## config.mk

```make
export PLATFORM = sky130hd
export DESIGN_NAME = dswc_core
export DESIGN_NICKNAME = d
export VERILOG_FILES = /design/src/common/dswc_pkg.sv /design/src/core/dswc_core.sv
export SDC_FILE = /design/constraint.sdc
export NUM_CORES = 1
export LEC_CHECK = 0
export ABC_AREA = 0
export BUFFER_PORTS_ARGS = -buffer_cell sky130_fd_sc_hd__clkbuf_2
export CORE_UTILIZATION = 62
export DETAILED_ROUTE_END_ITERATION = 8
export GPL_ROUTABILITY_DRIVEN = 0
export GPL_TIMING_DRIVEN = 0
export PLACE_DENSITY = 0.82
export SLEW_MARGIN = 5
export SYNTH_ARGS = -nofsm -noshare
export SYNTH_HDL_FRONTEND = slang
export SYNTH_SLANG_ARGS = --single-unit
export TNS_END_PERCENT = 30
```

## constraint.sdc

```tcl
create_clock -name i_ref_clk -period 14.5 [get_ports i_ref_clk]
set_input_delay 2.175 -clock i_ref_clk [delete_from_list [all_inputs] [get_ports i_ref_clk]]
set_output_delay 2.175 -clock i_ref_clk [all_outputs]
set_load 0.02 [all_outputs]
```

## src/common/dswc_pkg.sv

```systemverilog
package dswc_pkg;
  // ----------------------------------------------------------------
  // register map (byte addresses on the APB)
  // ----------------------------------------------------------------
  localparam int ADDR_W = 8;
  localparam logic [7:0] OFS_SETTLE = 8'h00;
  localparam logic [7:0] OFS_WAKE = 8'h04;
  localparam logic [7:0] OFS_KT = 8'h08;
  localparam logic [7:0] OFS_RSTAT = 8'h0C;
  localparam logic [7:0] OFS_MSTOP = 8'h10;
  localparam logic [7:0] OFS_CMD = 8'h14;
  localparam logic [7:0] OFS_STATE = 8'h18;
  // ----------------------------------------------------------------
  // field positions
  // ----------------------------------------------------------------
  localparam int SET_MODE_BIT = 7;
  localparam int WAKE_NMI_BIT = 0;
  localparam int WAKE_PIN_LSB = 1;
  localparam int WAKE_SRF_BIT = 11;
  localparam int KT_KEY_BIT = 0;
  localparam int KT_TMR_LSB = 1;
  localparam int RSTAT_DEEP_BIT = 0;
  localparam int CMD_SLEEP_BIT = 0;
  localparam int PIN_COUNT = 10;
  localparam int TMR_COUNT = 5;
  localparam int PIN_SYNC_W = PIN_COUNT + 2;
  localparam int CNT_W = 20;
  // ----------------------------------------------------------------
  // reset values
  // ----------------------------------------------------------------
  localparam logic [7:0] SETTLE_RST = 8'h05;
  localparam logic [31:0] MSTOP_RST = 32'hFFFF_0000;
  // nmi and irq pins idle low, the reset pin idles high
  localparam logic [PIN_SYNC_W-1:0] PIN_IDLE = 12'h800;
  // ----------------------------------------------------------------
  // timing
  // ----------------------------------------------------------------
  localparam int OSC_DIV = 2048;
  localparam logic [10:0] OSC_DIV_LAST = 11'(OSC_DIV - 1);
  // ----------------------------------------------------------------
  // power sequencer states, gray along run-enter-deep-settle-run
  // ----------------------------------------------------------------
  typedef enum logic [2:0] {
    ST_RUN = 3'h0,
    ST_ENTER = 3'h1,
    ST_DEEP = 3'h3,
    ST_SETTLE = 3'h2,
    ST_EXT_RST = 3'h6
  } dswc_state_type;
endpackage

```

## src/core/dswc_core.sv

```systemverilog
`timescale 1ns/1ps
// Summary of operation
// - deep standby ends only on nmi, irq 0-9, key scan, slow timer or reset pin
// - exit starts when any pin, key scan or timer wake flag becomes 1
// - interrupt wake restarts oscillator, restores power, asserts chip reset
// - after settling, clock supplied, reset released, reset exception begins
// - every deep standby exit sets the deep wake reset flag
// - reset pin low restarts power and clock; exception starts when pin rises
// - wake during entry: entry is cancelled and the sequencer returns to run
// - mode bit 0: settle count field decodes to 64..524288 oscillator states
// - mode bit 1: count osc/2048 ticks until equal to settle count field
// - writing 1 to a module stop bit gates that module's clock
// - stop released by writing 0, or by reset for bits resetting to 0
// - register writes are posted; a dummy read makes them visible
// - wake request stays while an irq request flag is 1
// - timer or key scan cannot wake again until release flag is cleared
// - timer and key scan wake causes share one standby release interrupt
module dswc_core import dswc_pkg::*; #(
  parameter int SETTLE_SHIFT = 0
) (
  input wire logic i_ref_clk,
  input wire logic i_rst,
  input wire logic i_clk_en,
  input wire logic i_psel,
  input wire logic i_penable,
  input wire logic i_pwrite,
  input wire logic [ADDR_W-1:0] i_paddr,
  input wire logic [31:0] i_pwdata,
  output logic [31:0] o_prdata,
  output logic o_pready,
  output logic o_pslverr,
  input wire logic i_nmi_pin,
  input wire logic [PIN_COUNT-1:0] i_irq_pin,
  input wire logic i_ext_reset_pin_n,
  input wire logic [PIN_COUNT-1:0] i_pin_irq_request_flag,
  input wire logic i_keyscan_event,
  input wire logic [TMR_COUNT-1:0] i_slow_timer_event,
  output logic o_power_on,
  output logic o_osc_run,
  output logic o_clock_supply,
  output logic o_chip_reset,
  output logic o_reset_exception,
  output logic o_deep_standby,
  output logic o_standby_release_irq,
  output logic [31:0] o_module_clk_en
);

  // ----------------------------------------------------------------
  // helpers
  // ----------------------------------------------------------------
  // hardware set wins over a software write-one clear
  function automatic logic [15:0] w1c(input logic [15:0] cur,
                                      input logic [15:0] set,
                                      input logic [15:0] clr);
    w1c = (cur & ~clr) | set;
  endfunction

  function automatic logic [CNT_W-1:0] settle_states(input logic [6:0] code);
    logic [4:0] expo;
    expo = 5'h13;
    unique case (code)
      7'h05: expo = 5'h06;
      7'h06: expo = 5'h09;
      7'h07: expo = 5'h0A;
      7'h08: expo = 5'h0B;
      7'h09: expo = 5'h0C;
      7'h0A: expo = 5'h0E;
      7'h0B: expo = 5'h0F;
      7'h0C: expo = 5'h10;
      7'h0D: expo = 5'h11;
      7'h0E: expo = 5'h12;
      // reserved codes fall back to the longest setting, the safe side
      default: expo = 5'h13;
    endcase
    settle_states = CNT_W'(1) << expo;
  endfunction

  // ----------------------------------------------------------------
  // pin synchronisers
  // ----------------------------------------------------------------
  logic [PIN_SYNC_W-1:0] pin_s1;
  logic [PIN_SYNC_W-1:0] pin_s2;
  logic [PIN_SYNC_W-1:0] pin_s3;
  logic [PIN_SYNC_W-1:0] pin_lvl;
  logic [PIN_SYNC_W-1:0] pin_raw;
  logic [PIN_COUNT:0] pin_rise;
  logic rst_pin_hi;

  assign pin_raw = {i_ext_reset_pin_n, i_irq_pin, i_nmi_pin};

  always_ff @(posedge i_ref_clk or posedge i_rst) begin
    if (i_rst) begin
      pin_s1 <= PIN_IDLE;
      pin_s2 <= PIN_IDLE;
      pin_s3 <= PIN_IDLE;
      pin_lvl <= PIN_IDLE;
    end else if (i_clk_en) begin
      pin_s1 <= pin_raw;
      pin_s2 <= pin_s1;
      pin_s3 <= pin_s2;
      // a change counts only once the last two stages agree
      pin_lvl <= (pin_lvl & (pin_s2 ^ pin_s3)) | (pin_s3 & ~(pin_s2 ^ pin_s3));
    end
  end

  always_comb begin
    pin_rise = {(PIN_COUNT+1){1'b0}};
    pin_rise = (pin_s3[PIN_COUNT:0] & ~(pin_s2[PIN_COUNT:0] ^ pin_s3[PIN_COUNT:0]))
               & ~pin_lvl[PIN_COUNT:0];
  end

  assign rst_pin_hi = pin_lvl[PIN_SYNC_W-1];

  // ----------------------------------------------------------------
  // apb slave
  // ----------------------------------------------------------------
  logic wr_en;
  logic rd_setup;
  logic addr_ok;
  logic [31:0] rd_mux;
  logic [7:0] settle_ctrl;
  logic [15:0] wake_flags;
  logic [15:0] kt_flags;
  logic deep_wake_reset_flag;
  logic [31:0] module_stop_bit;
  logic sleep_cmd;
  dswc_state_type state;
  dswc_state_type next_state;

  // writes land at the access edge and the bus never waits on the
  // sequencer, so a write is posted and a read behind it sees it
  assign wr_en = i_psel & i_penable & o_pready & i_pwrite;
  assign rd_setup = i_psel & ~i_penable;
  assign addr_ok = (i_paddr[1:0] == 2'h0) && (i_paddr <= OFS_STATE);

  always_comb begin
    rd_mux = 32'h0000_0000;
    unique case (i_paddr)
      OFS_SETTLE: rd_mux = {24'h00_0000, settle_ctrl};
      OFS_WAKE: rd_mux = {16'h0000, wake_flags};
      OFS_KT: rd_mux = {16'h0000, kt_flags};
      OFS_RSTAT: rd_mux = {31'h0000_0000, deep_wake_reset_flag};
      OFS_MSTOP: rd_mux = module_stop_bit;
      OFS_STATE: rd_mux = {29'h0000_0000, state};
      default: rd_mux = 32'h0000_0000;
    endcase
  end

  always_ff @(posedge i_ref_clk or posedge i_rst) begin
    if (i_rst) begin
      o_pready <= 1'b0;
      o_pslverr <= 1'b0;
      o_prdata <= 32'h0000_0000;
    end else if (i_clk_en) begin
      o_pready <= rd_setup;
      o_pslverr <= rd_setup & ~addr_ok;
      if (rd_setup) begin
        o_prdata <= i_pwrite ? 32'h0000_0000 : rd_mux;
      end
    end
  end

  // ----------------------------------------------------------------
  // control registers
  // ----------------------------------------------------------------
  always_ff @(posedge i_ref_clk or posedge i_rst) begin
    if (i_rst) begin
      settle_ctrl <= SETTLE_RST;
      module_stop_bit <= MSTOP_RST;
      sleep_cmd <= 1'b0;
    end else if (i_clk_en) begin
      sleep_cmd <= wr_en && (i_paddr == OFS_CMD) && i_pwdata[CMD_SLEEP_BIT];
      if (wr_en && (i_paddr == OFS_SETTLE)) begin
        settle_ctrl <= i_pwdata[7:0];
      end
      if (wr_en && (i_paddr == OFS_MSTOP)) begin
        module_stop_bit <= i_pwdata;
      end
    end
  end

  // ----------------------------------------------------------------
  // wake flags
  // ----------------------------------------------------------------
  logic [15:0] wake_set;
  logic [15:0] wake_clr;
  logic [15:0] kt_set;
  logic [15:0] kt_clr;
  logic kt_any;
  logic kt_wake;
  logic pin_wake;
  logic wake_req;
  logic [15:0] next_wake_flags;

  assign kt_any = i_keyscan_event | (|i_slow_timer_event);
  // a timer or key scan event wakes only while the release flag is clear
  assign kt_wake = kt_any & ~wake_flags[WAKE_SRF_BIT];
  // the irq request flag keeps the wake request alive on its own
  assign pin_wake = (|wake_flags[PIN_COUNT:0]) | (|i_pin_irq_request_flag);
  assign wake_req = pin_wake | kt_wake;

  always_comb begin
    wake_set = 16'h0000;
    wake_set[PIN_COUNT:0] = pin_rise;
    wake_set[WAKE_SRF_BIT] = kt_any;
    kt_set = 16'h0000;
    kt_set[KT_KEY_BIT] = i_keyscan_event;
    kt_set[KT_TMR_LSB +: TMR_COUNT] = i_slow_timer_event;
    wake_clr = (wr_en && (i_paddr == OFS_WAKE)) ? i_pwdata[15:0] : 16'h0000;
    kt_clr = (wr_en && (i_paddr == OFS_KT)) ? i_pwdata[15:0] : 16'h0000;
    next_wake_flags = w1c(wake_flags, wake_set, wake_clr) & 16'h0FFF;
  end

  always_ff @(posedge i_ref_clk or posedge i_rst) begin
    if (i_rst) begin
      wake_flags <= 16'h0000;
      kt_flags <= 16'h0000;
    end else if (i_clk_en) begin
      wake_flags <= next_wake_flags;
      kt_flags <= w1c(kt_flags, kt_set, kt_clr) & 16'h003F;
    end
  end

  // ----------------------------------------------------------------
  // settling counter
  // ----------------------------------------------------------------
  logic [CNT_W-1:0] cyc_cnt;
  logic [10:0] pre_cnt;
  logic [6:0] tick_cnt;
  logic [CNT_W-1:0] settle_target;
  logic settle_done;

  always_comb begin
    settle_target = settle_states(settle_ctrl[6:0]) >> SETTLE_SHIFT;
    if (settle_target == {CNT_W{1'b0}}) begin
      settle_target = CNT_W'(1);
    end
  end

  always_comb begin
    if (settle_ctrl[SET_MODE_BIT]) begin
      settle_done = (tick_cnt == settle_ctrl[6:0]);
    end else begin
      settle_done = (cyc_cnt == settle_target - CNT_W'(1));
    end
  end

  always_ff @(posedge i_ref_clk or posedge i_rst) begin
    if (i_rst) begin
      cyc_cnt <= {CNT_W{1'b0}};
      pre_cnt <= 11'h000;
      tick_cnt <= 7'h00;
    end else if (i_clk_en) begin
      if (state != ST_SETTLE) begin
        // every wake starts the count from zero
        cyc_cnt <= {CNT_W{1'b0}};
        pre_cnt <= 11'h000;
        tick_cnt <= 7'h00;
      end else begin
        cyc_cnt <= cyc_cnt + CNT_W'(1);
        pre_cnt <= (pre_cnt == OSC_DIV_LAST) ? 11'h000 : pre_cnt + 11'h001;
        if (pre_cnt == OSC_DIV_LAST) begin
          tick_cnt <= tick_cnt + 7'h01;
        end
      end
    end
  end

  // ----------------------------------------------------------------
  // power sequencer
  // ----------------------------------------------------------------
  logic leaving;

  always_comb begin
    next_state = state;
    unique case (state)
      ST_RUN: begin
        if (sleep_cmd) begin
          next_state = ST_ENTER;
        end
      end
      ST_ENTER: begin
        // a wake seen while entering cancels entry and the interrupt
        // is serviced before software may try again
        next_state = wake_req ? ST_RUN : ST_DEEP;
      end
      ST_DEEP: begin
        if (!rst_pin_hi) begin
          next_state = ST_EXT_RST;
        end else if (wake_req) begin
          next_state = ST_SETTLE;
        end
      end
      ST_SETTLE: begin
        if (settle_done) begin
          next_state = ST_RUN;
        end
      end
      ST_EXT_RST: begin
        if (rst_pin_hi) begin
          next_state = ST_RUN;
        end
      end
      default: next_state = ST_RUN;
    endcase
  end

  assign leaving = (state == ST_SETTLE || state == ST_EXT_RST) && (next_state == ST_RUN);

  always_ff @(posedge i_ref_clk or posedge i_rst) begin
    if (i_rst) begin
      state <= ST_RUN;
      o_power_on <= 1'b1;
      o_osc_run <= 1'b1;
      o_clock_supply <= 1'b1;
      o_chip_reset <= 1'b0;
      o_reset_exception <= 1'b0;
      o_deep_standby <= 1'b0;
    end else if (i_clk_en) begin
      state <= next_state;
      o_power_on <= (next_state != ST_DEEP);
      o_osc_run <= (next_state != ST_DEEP);
      // during settling only the counter sees the clock
      o_clock_supply <= (next_state != ST_DEEP) && (next_state != ST_SETTLE);
      o_chip_reset <= (next_state == ST_SETTLE) || (next_state == ST_EXT_RST);
      o_reset_exception <= leaving;
      o_deep_standby <= (next_state == ST_DEEP);
    end
  end

  // ----------------------------------------------------------------
  // status and outputs
  // ----------------------------------------------------------------
  always_ff @(posedge i_ref_clk or posedge i_rst) begin
    if (i_rst) begin
      deep_wake_reset_flag <= 1'b0;
    end else if (i_clk_en) begin
      if (leaving) begin
        deep_wake_reset_flag <= 1'b1;
      end else if (wr_en && (i_paddr == OFS_RSTAT) && i_pwdata[RSTAT_DEEP_BIT]) begin
        deep_wake_reset_flag <= 1'b0;
      end
    end
  end

  always_ff @(posedge i_ref_clk or posedge i_rst) begin
    if (i_rst) begin
      o_standby_release_irq <= 1'b0;
      o_module_clk_en <= ~MSTOP_RST;
    end else if (i_clk_en) begin
      o_standby_release_irq <= next_wake_flags[WAKE_SRF_BIT];
      o_module_clk_en <= ~((wr_en && (i_paddr == OFS_MSTOP)) ? i_pwdata
                           : module_stop_bit);
    end
  end

endmodule // dswc_core

```

Word-level counts from Yosys, hierarchy flattened
Memory sizes are Yosys's and may differ from the RTL's.
Cells that the tools add are included.
{"block": "op_classes", "n_addsub": 4, "n_lt_le_gt_ge": 1, "eq_ne": 19, "n_shift": 1, "n_mux": 22, "bitwise_logic": 29, "reduce_logical": 28}
{"cell": "one-hot mux 32 bit (6 select lines)", "count": 1}
{"cell": "two-way mux 32 bit", "count": 2}
{"cell": "two-way mux 20 bit", "count": 2}
{"cell": "AND 12 bit", "count": 3}
{"cell": "inverter 32 bit", "count": 1}
{"cell": "equality test 8 x 5 -> 1 bit (second input constant)", "count": 3}
{"cell": "inverter 12 bit", "count": 2}
{"cell": "OR 12 bit", "count": 2}
{"cell": "AND 11 bit", "count": 2}
{"cell": "two-way mux 11 bit", "count": 2}
{"cell": "inverter 11 bit", "count": 2}
{"cell": "adder 20 x 1 -> 20 bit (second input constant)", "count": 1}
{"cell": "equality test 20 bit", "count": 1}
{"cell": "logical NOT 20 bit", "count": 1}
{"cell": "left shift 1 x 5 -> 20 bit (first input constant)", "count": 1}
{"cell": "subtractor 20 x 1 -> 20 bit (second input constant)", "count": 1}
{"cell": "equality test 8 x 4 -> 1 bit (second input constant)", "count": 2}
{"cell": "two-way mux 3 bit", "count": 5}
{"cell": "one-hot mux 3 bit (5 select lines)", "count": 1}
{"cell": "two-way mux 7 bit", "count": 2}
{"cell": "equality test 3 x 2 -> 1 bit (second input constant)", "count": 4}
{"cell": "two-way mux 12 bit", "count": 1}
{"cell": "bitwise XOR 12 bit", "count": 1}
{"cell": "adder 11 x 1 -> 11 bit (second input constant)", "count": 1}
{"cell": "other kinds (29)", "count": 60}
{"block": "word_totals", "reg_bits": 221, "romBits": 80, "n_memories": 1}
{"memory": "(name not given)", "words": 16, "width": 5, "rd": 1, "rd_clocked_by_memory_dff": 0, "write_ports": 0, "line": "dswc_core.sv:61", "source": "unique case (code)"}

Logic depth before layout (Yosys ltp)
{"block": "logic_depth", "ltp_word": 14, "ltp_mapped": 15}

Worst setup path before layout
No wires, ideal clock.
{"block": "synth_path", "path_kind": "input -> register", "startpoint": "input i_paddr[0]", "endpoint": "register module_stop_bit[0]", "arrival_time_ns": 4.224, "slack_ns": 10.152, "stages": 8, "cell_sequence": "or4_1 > or3_1 > nor3b_2 > and2_1 > buf_2 > nand2_1 > buf_2 > mux2_2"}
{"block": "synth_via", "elab_chain_cells": 3}
{"item": "from (decl)", "line": "dswc_core.sv:27", "source": "input wire logic [ADDR_W-1:0] i_paddr,"}
{"item": "equality test 8 x 5 -> 1 bit", "line": "dswc_core.sv:176", "source": "if (wr_en && (i_paddr == OFS_MSTOP)) begin"}
{"item": "logical AND 1 bit", "line": "dswc_core.sv:176"}
{"item": "two-way mux 32 bit"}
{"item": "to (signal assigned)", "line": "dswc_core.sv:177", "source": "module_stop_bit <= i_pwdata;"}
{"item": "to (decl)", "line": "dswc_core.sv:125", "source": "logic [31:0] module_stop_bit;"}
Every way passes these cells.
A chain may end at the register's enable or synchronous reset.

Worst setup path after layout
{"block": "layout_path", "startpoint": "register settle_ctrl[1]", "endpoint": "register o_clock_supply"}
{"block": "layout_via", "elab_chain_cells": 12}
{"item": "from (decl)", "line": "dswc_core.sv:121", "source": "logic [7:0] settle_ctrl;"}
{"item": "from (signal assigned)", "line": "dswc_core.sv:174", "source": "settle_ctrl <= i_pwdata[7:0];"}
{"item": "memory (16 x 5 bit)"}
{"item": "two-way mux 5 bit", "line": "dswc_core.sv:61"}
{"item": "left shift 1 x 5 -> 20 bit", "line": "dswc_core.sv:75", "source": "settle_states = CNT_W'(1) << expo;"}
{"item": "logical NOT 20 bit", "line": "dswc_core.sv:235", "source": "if (settle_target == {CNT_W{1'b0}}) begin"}
{"item": "two-way mux 20 bit", "line": "dswc_core.sv:235"}
{"item": "subtractor 20 x 1 -> 20 bit", "line": "dswc_core.sv:244", "source": "settle_done = (cyc_cnt == settle_target - CNT_W'(1));"}
{"item": "equality test 20 bit", "line": "dswc_core.sv:244"}
{"item": "two-way mux 1 bit *", "line": "dswc_core.sv:241", "source": "if (settle_ctrl[SET_MODE_BIT]) begin"}
{"item": "two-way mux 3 bit *", "line": "dswc_core.sv:295", "source": "if (settle_done) begin"}
{"item": "one-hot mux 3 bit (5 select lines) *", "line": "dswc_core.sv:276", "source": "unique case (state)"}
{"item": "!= test 3 x 2 -> 1 bit", "line": "dswc_core.sv:324", "source": "o_clock_supply <= (next_state != ST_DEEP) && (next_state != ST_SETTLE);"}
{"item": "logical AND 1 bit *", "line": "dswc_core.sv:324"}
{"item": "to (signal assigned)", "line": "dswc_core.sv:324"}
{"item": "to (decl)", "line": "dswc_core.sv:40", "source": "output logic o_clock_supply,"}
Mark *: on every way between the ends. The rest lies on a longest branch, timed or not.

==> impl_results.md <==
- Run status: completed
- Slew Limit Headroom: 0.332
- Slew @ Worst Pin: 0.992 ns
- RSZ-0062 raised after global routing: false
- Most used flip-flop cell after synthesis: dfrtp_1
- Clock sink total: 220
- Critical path type: reg -> reg
- Post-DP Area: 11900 um2
- Share of the synthesized area in the top cell type: 0.414
- Core area: 17200 um2
- Leakage: 5.58 nW
- Setup violators final: 0
- Min cycle time layout: 4.38 ns
- R2r setup slk: 10.12 ns
- Fraction of layout cells with a size suffix above 1: 0.307
- Yosys reg bits: 220
- Vias per inst: 6.32
- Clock Path Buffers: 3
- Vias in the first global route: 8694
- Highest Clock Rate: 228 MHz
- Hpwl dp: 20000 um
- Final hold violations: 0
- Worst r2r src: settle_ctrl[1]
- CTS buffer count: 24
- Die footprint: 18100 um2
- Starting Density: 0.631
- Drt total wl: 28300 um
- First-pass GRT wire length: 45300 um
- Yosys warning count: 0
- Skew final: 0.0112 ns
- Post-Syn Instances: 975
- Via count: 8797
- Most common cell after layout, fill and taps aside: dfrtp_1
- Drt pass-1 iters: 7
- Hold Crit Endpoint: wake_flags[9]
- Nets: 1240
- Remaining antenna violation count after routing: 0
- Top post-synthesis cells by area: dfrtp_1 41%, mux2_2 11%, dfstp_2 9.7%, nand2_1 3.4%, mux2i_1 3.2%
- CTS H-Tree Depth: 1
- Critical Path AT: 4.83 ns
- VDD IR-drop max: 110 uV
- Clock slew at the register clock pins of the worst setup and hold paths: 0.06 ns
- P per Cell Area: 115 nW/um2
- Total gr overflow: 0
- Hold WS: 0.432 ns
- Synth async-reset ratio: 1.00
- Register area share after synthesis: 0.511
- Critical R2R Capture: o_clock_supply
- Hold-fix buffers, CTS: 0
- # rows: 48
- Die X: 134 um
- CP endpoint kind: flop
- Clk_lat worst skew: 0.53 ns
- GR Util All Layers: 0.319
- Avg Cell Area, Syn: 11.1 um2
- Post-CTS Setup Bufs: 0
- CTS tree: built
- Synth unique cells: 66
- Initial antenna violation count: 0
- Hold Path Cell Cnt: 1
- EDFF count, synth: 0
- Syn Nets: 1067
- CTS Root Cell: clkbuf_16
- Final instance area: 12800 um2
- Tot Pwr: 1.47 mW
- Setup TNS: 0 ns
- Port Buffer Count: 145
- CP max FO: 10
- Post-CTS sizing: 0
- HP Class: reg -> reg
- Drt drc: 0
- Pins Over Slew Limit: 0
- Worst r2r path cells: 14
- Io pins: 147
- Number of diodes: 0
- Die Y: 134 um
- Type of origin of the critical path: flop
- Final worst path period share: 0.302
- Most frequent cells in the layout: 180 x dfrtp_1, 145 x clkbuf_2, 110 x mux2_2
- Largest net degree at the start of global routing: 78
- Mapped cell area: 10900 um2
- DR WL/cell: 20.3 um
- Leading area contributor after synthesis: dfrtp_1
- 1st-iter DRT viols: 878
- Max-Cap Viols: 0
- Layout area overhead: 17.3%
- Critical Path RT: 14.94 ns
worst max-delay path, cell delays in order, from the launching register on:
cell and delay, ns:
dfrtp_1 0.48, inv_2 0.19, ha_1 0.25, clkbuf_1 0.35, inv_1 0.17, o22ai_1 0.54, inv_1 0.09, a21oi_1 0.16
ha_1 0.22, clkbuf_1 0.40, o21ai_0 0.27, o311a_1 0.35, nor4_2 0.29, nand4_1 0.25, a31oi_1 0.27
power breakdown:
part	switching [mW]	internal, mW
Clock	0.249	0.368
Combinational	0.0760	0.0648
Sequential	0.0449	0.664
Total	0.370	1.10
cells by family after synthesis:
kind of cell,after synthesis,share of synthesized area
mux,146,0.147
simple gates,278,0.130
flops,220,0.511
xor+xnor,51,0.0411
compound gates,193,0.123
buf+inv,69,0.0262
fa+ha+maj,18,0.0207
area by class of cell:
class | instances | area (um2)
flip-flops and latches | 220 | 5560
multi-input cells | 686 | 5030
fillers | 1198 | 4480
repair buffers | 147 | 781
clock buffers | 33 | 684
well taps | 225 | 282
plain buffers | 53 | 225
clock inverters | 11 | 130
inverters | 16 | 67.6
worst max-delay path by stage:
stage | cells after the start | endpoint | start | slack [ns]
after detailed placement | 9 | module_stop_bit[6] | i_paddr[0] | 9.70
final | 14 | o_clock_supply | settle_ctrl[1] | 10.12
after floorplan | 1 | async pin | i_rst | 6.37
after global placement | 2 | o_prdata[14] | i_rst | 4.11
after CTS | 7 | settle_ctrl[3] | i_paddr[0] | 10.20
after global routing | 14 | o_clock_supply | settle_ctrl[1] | 9.69
stage by stage:
step,setup slack (ns),util,cells
floorplan,6.37,-,975
global placement,4.11,0.689,1345
detailed placement,9.70,0.693,1347
CTS,10.20,0.740,1391
global route,9.69,0.740,1391
finish,10.12,0.740,1391
sequential cells by signal, summed over array words and instances, names as in the netlist, named ones only:
signal,count
pin_s3,12
deep_wake_reset_flag,1
wake_flags,11
pre_cnt,11
kt_flags,6
cyc_cnt,20
o_standby_release_irq,1
settle_ctrl,8
o_osc_run,1
state,3
o_prdata,32
tick_cnt,7
o_module_clk_en,32
o_clock_supply,1
o_deep_standby,1
o_reset_exception,1
pin_s2,12
o_pready,1
o_pslverr,1
o_chip_reset,1
module_stop_bit,32
sleep_cmd,1
pin_s1,12
routing by layer:
metal,global-route usage,routed length [um]
met5,0,0
met3,0.0404,1770
met4,0.131,1180
met2,0.518,13600
met1,0.438,11700
cell usage after synthesis (all sizes together) (11+ instances only):
master,count
mux2,111
or3,11
clkbuf,39
a22o,31
o21ai,61
a22oi,15
xnor2,24
nand2,98
mux2i,35
nor2,50
dfrtp,180
nand4,15
nand3b,14
dfstp,40
ha,18
inv,16
a21oi,24
nor4,12
nand3,17
buf,14
nor3,12
xor2,27
o2bb2ai,14
Note: power is estimated with default switching activity, not from simulation.
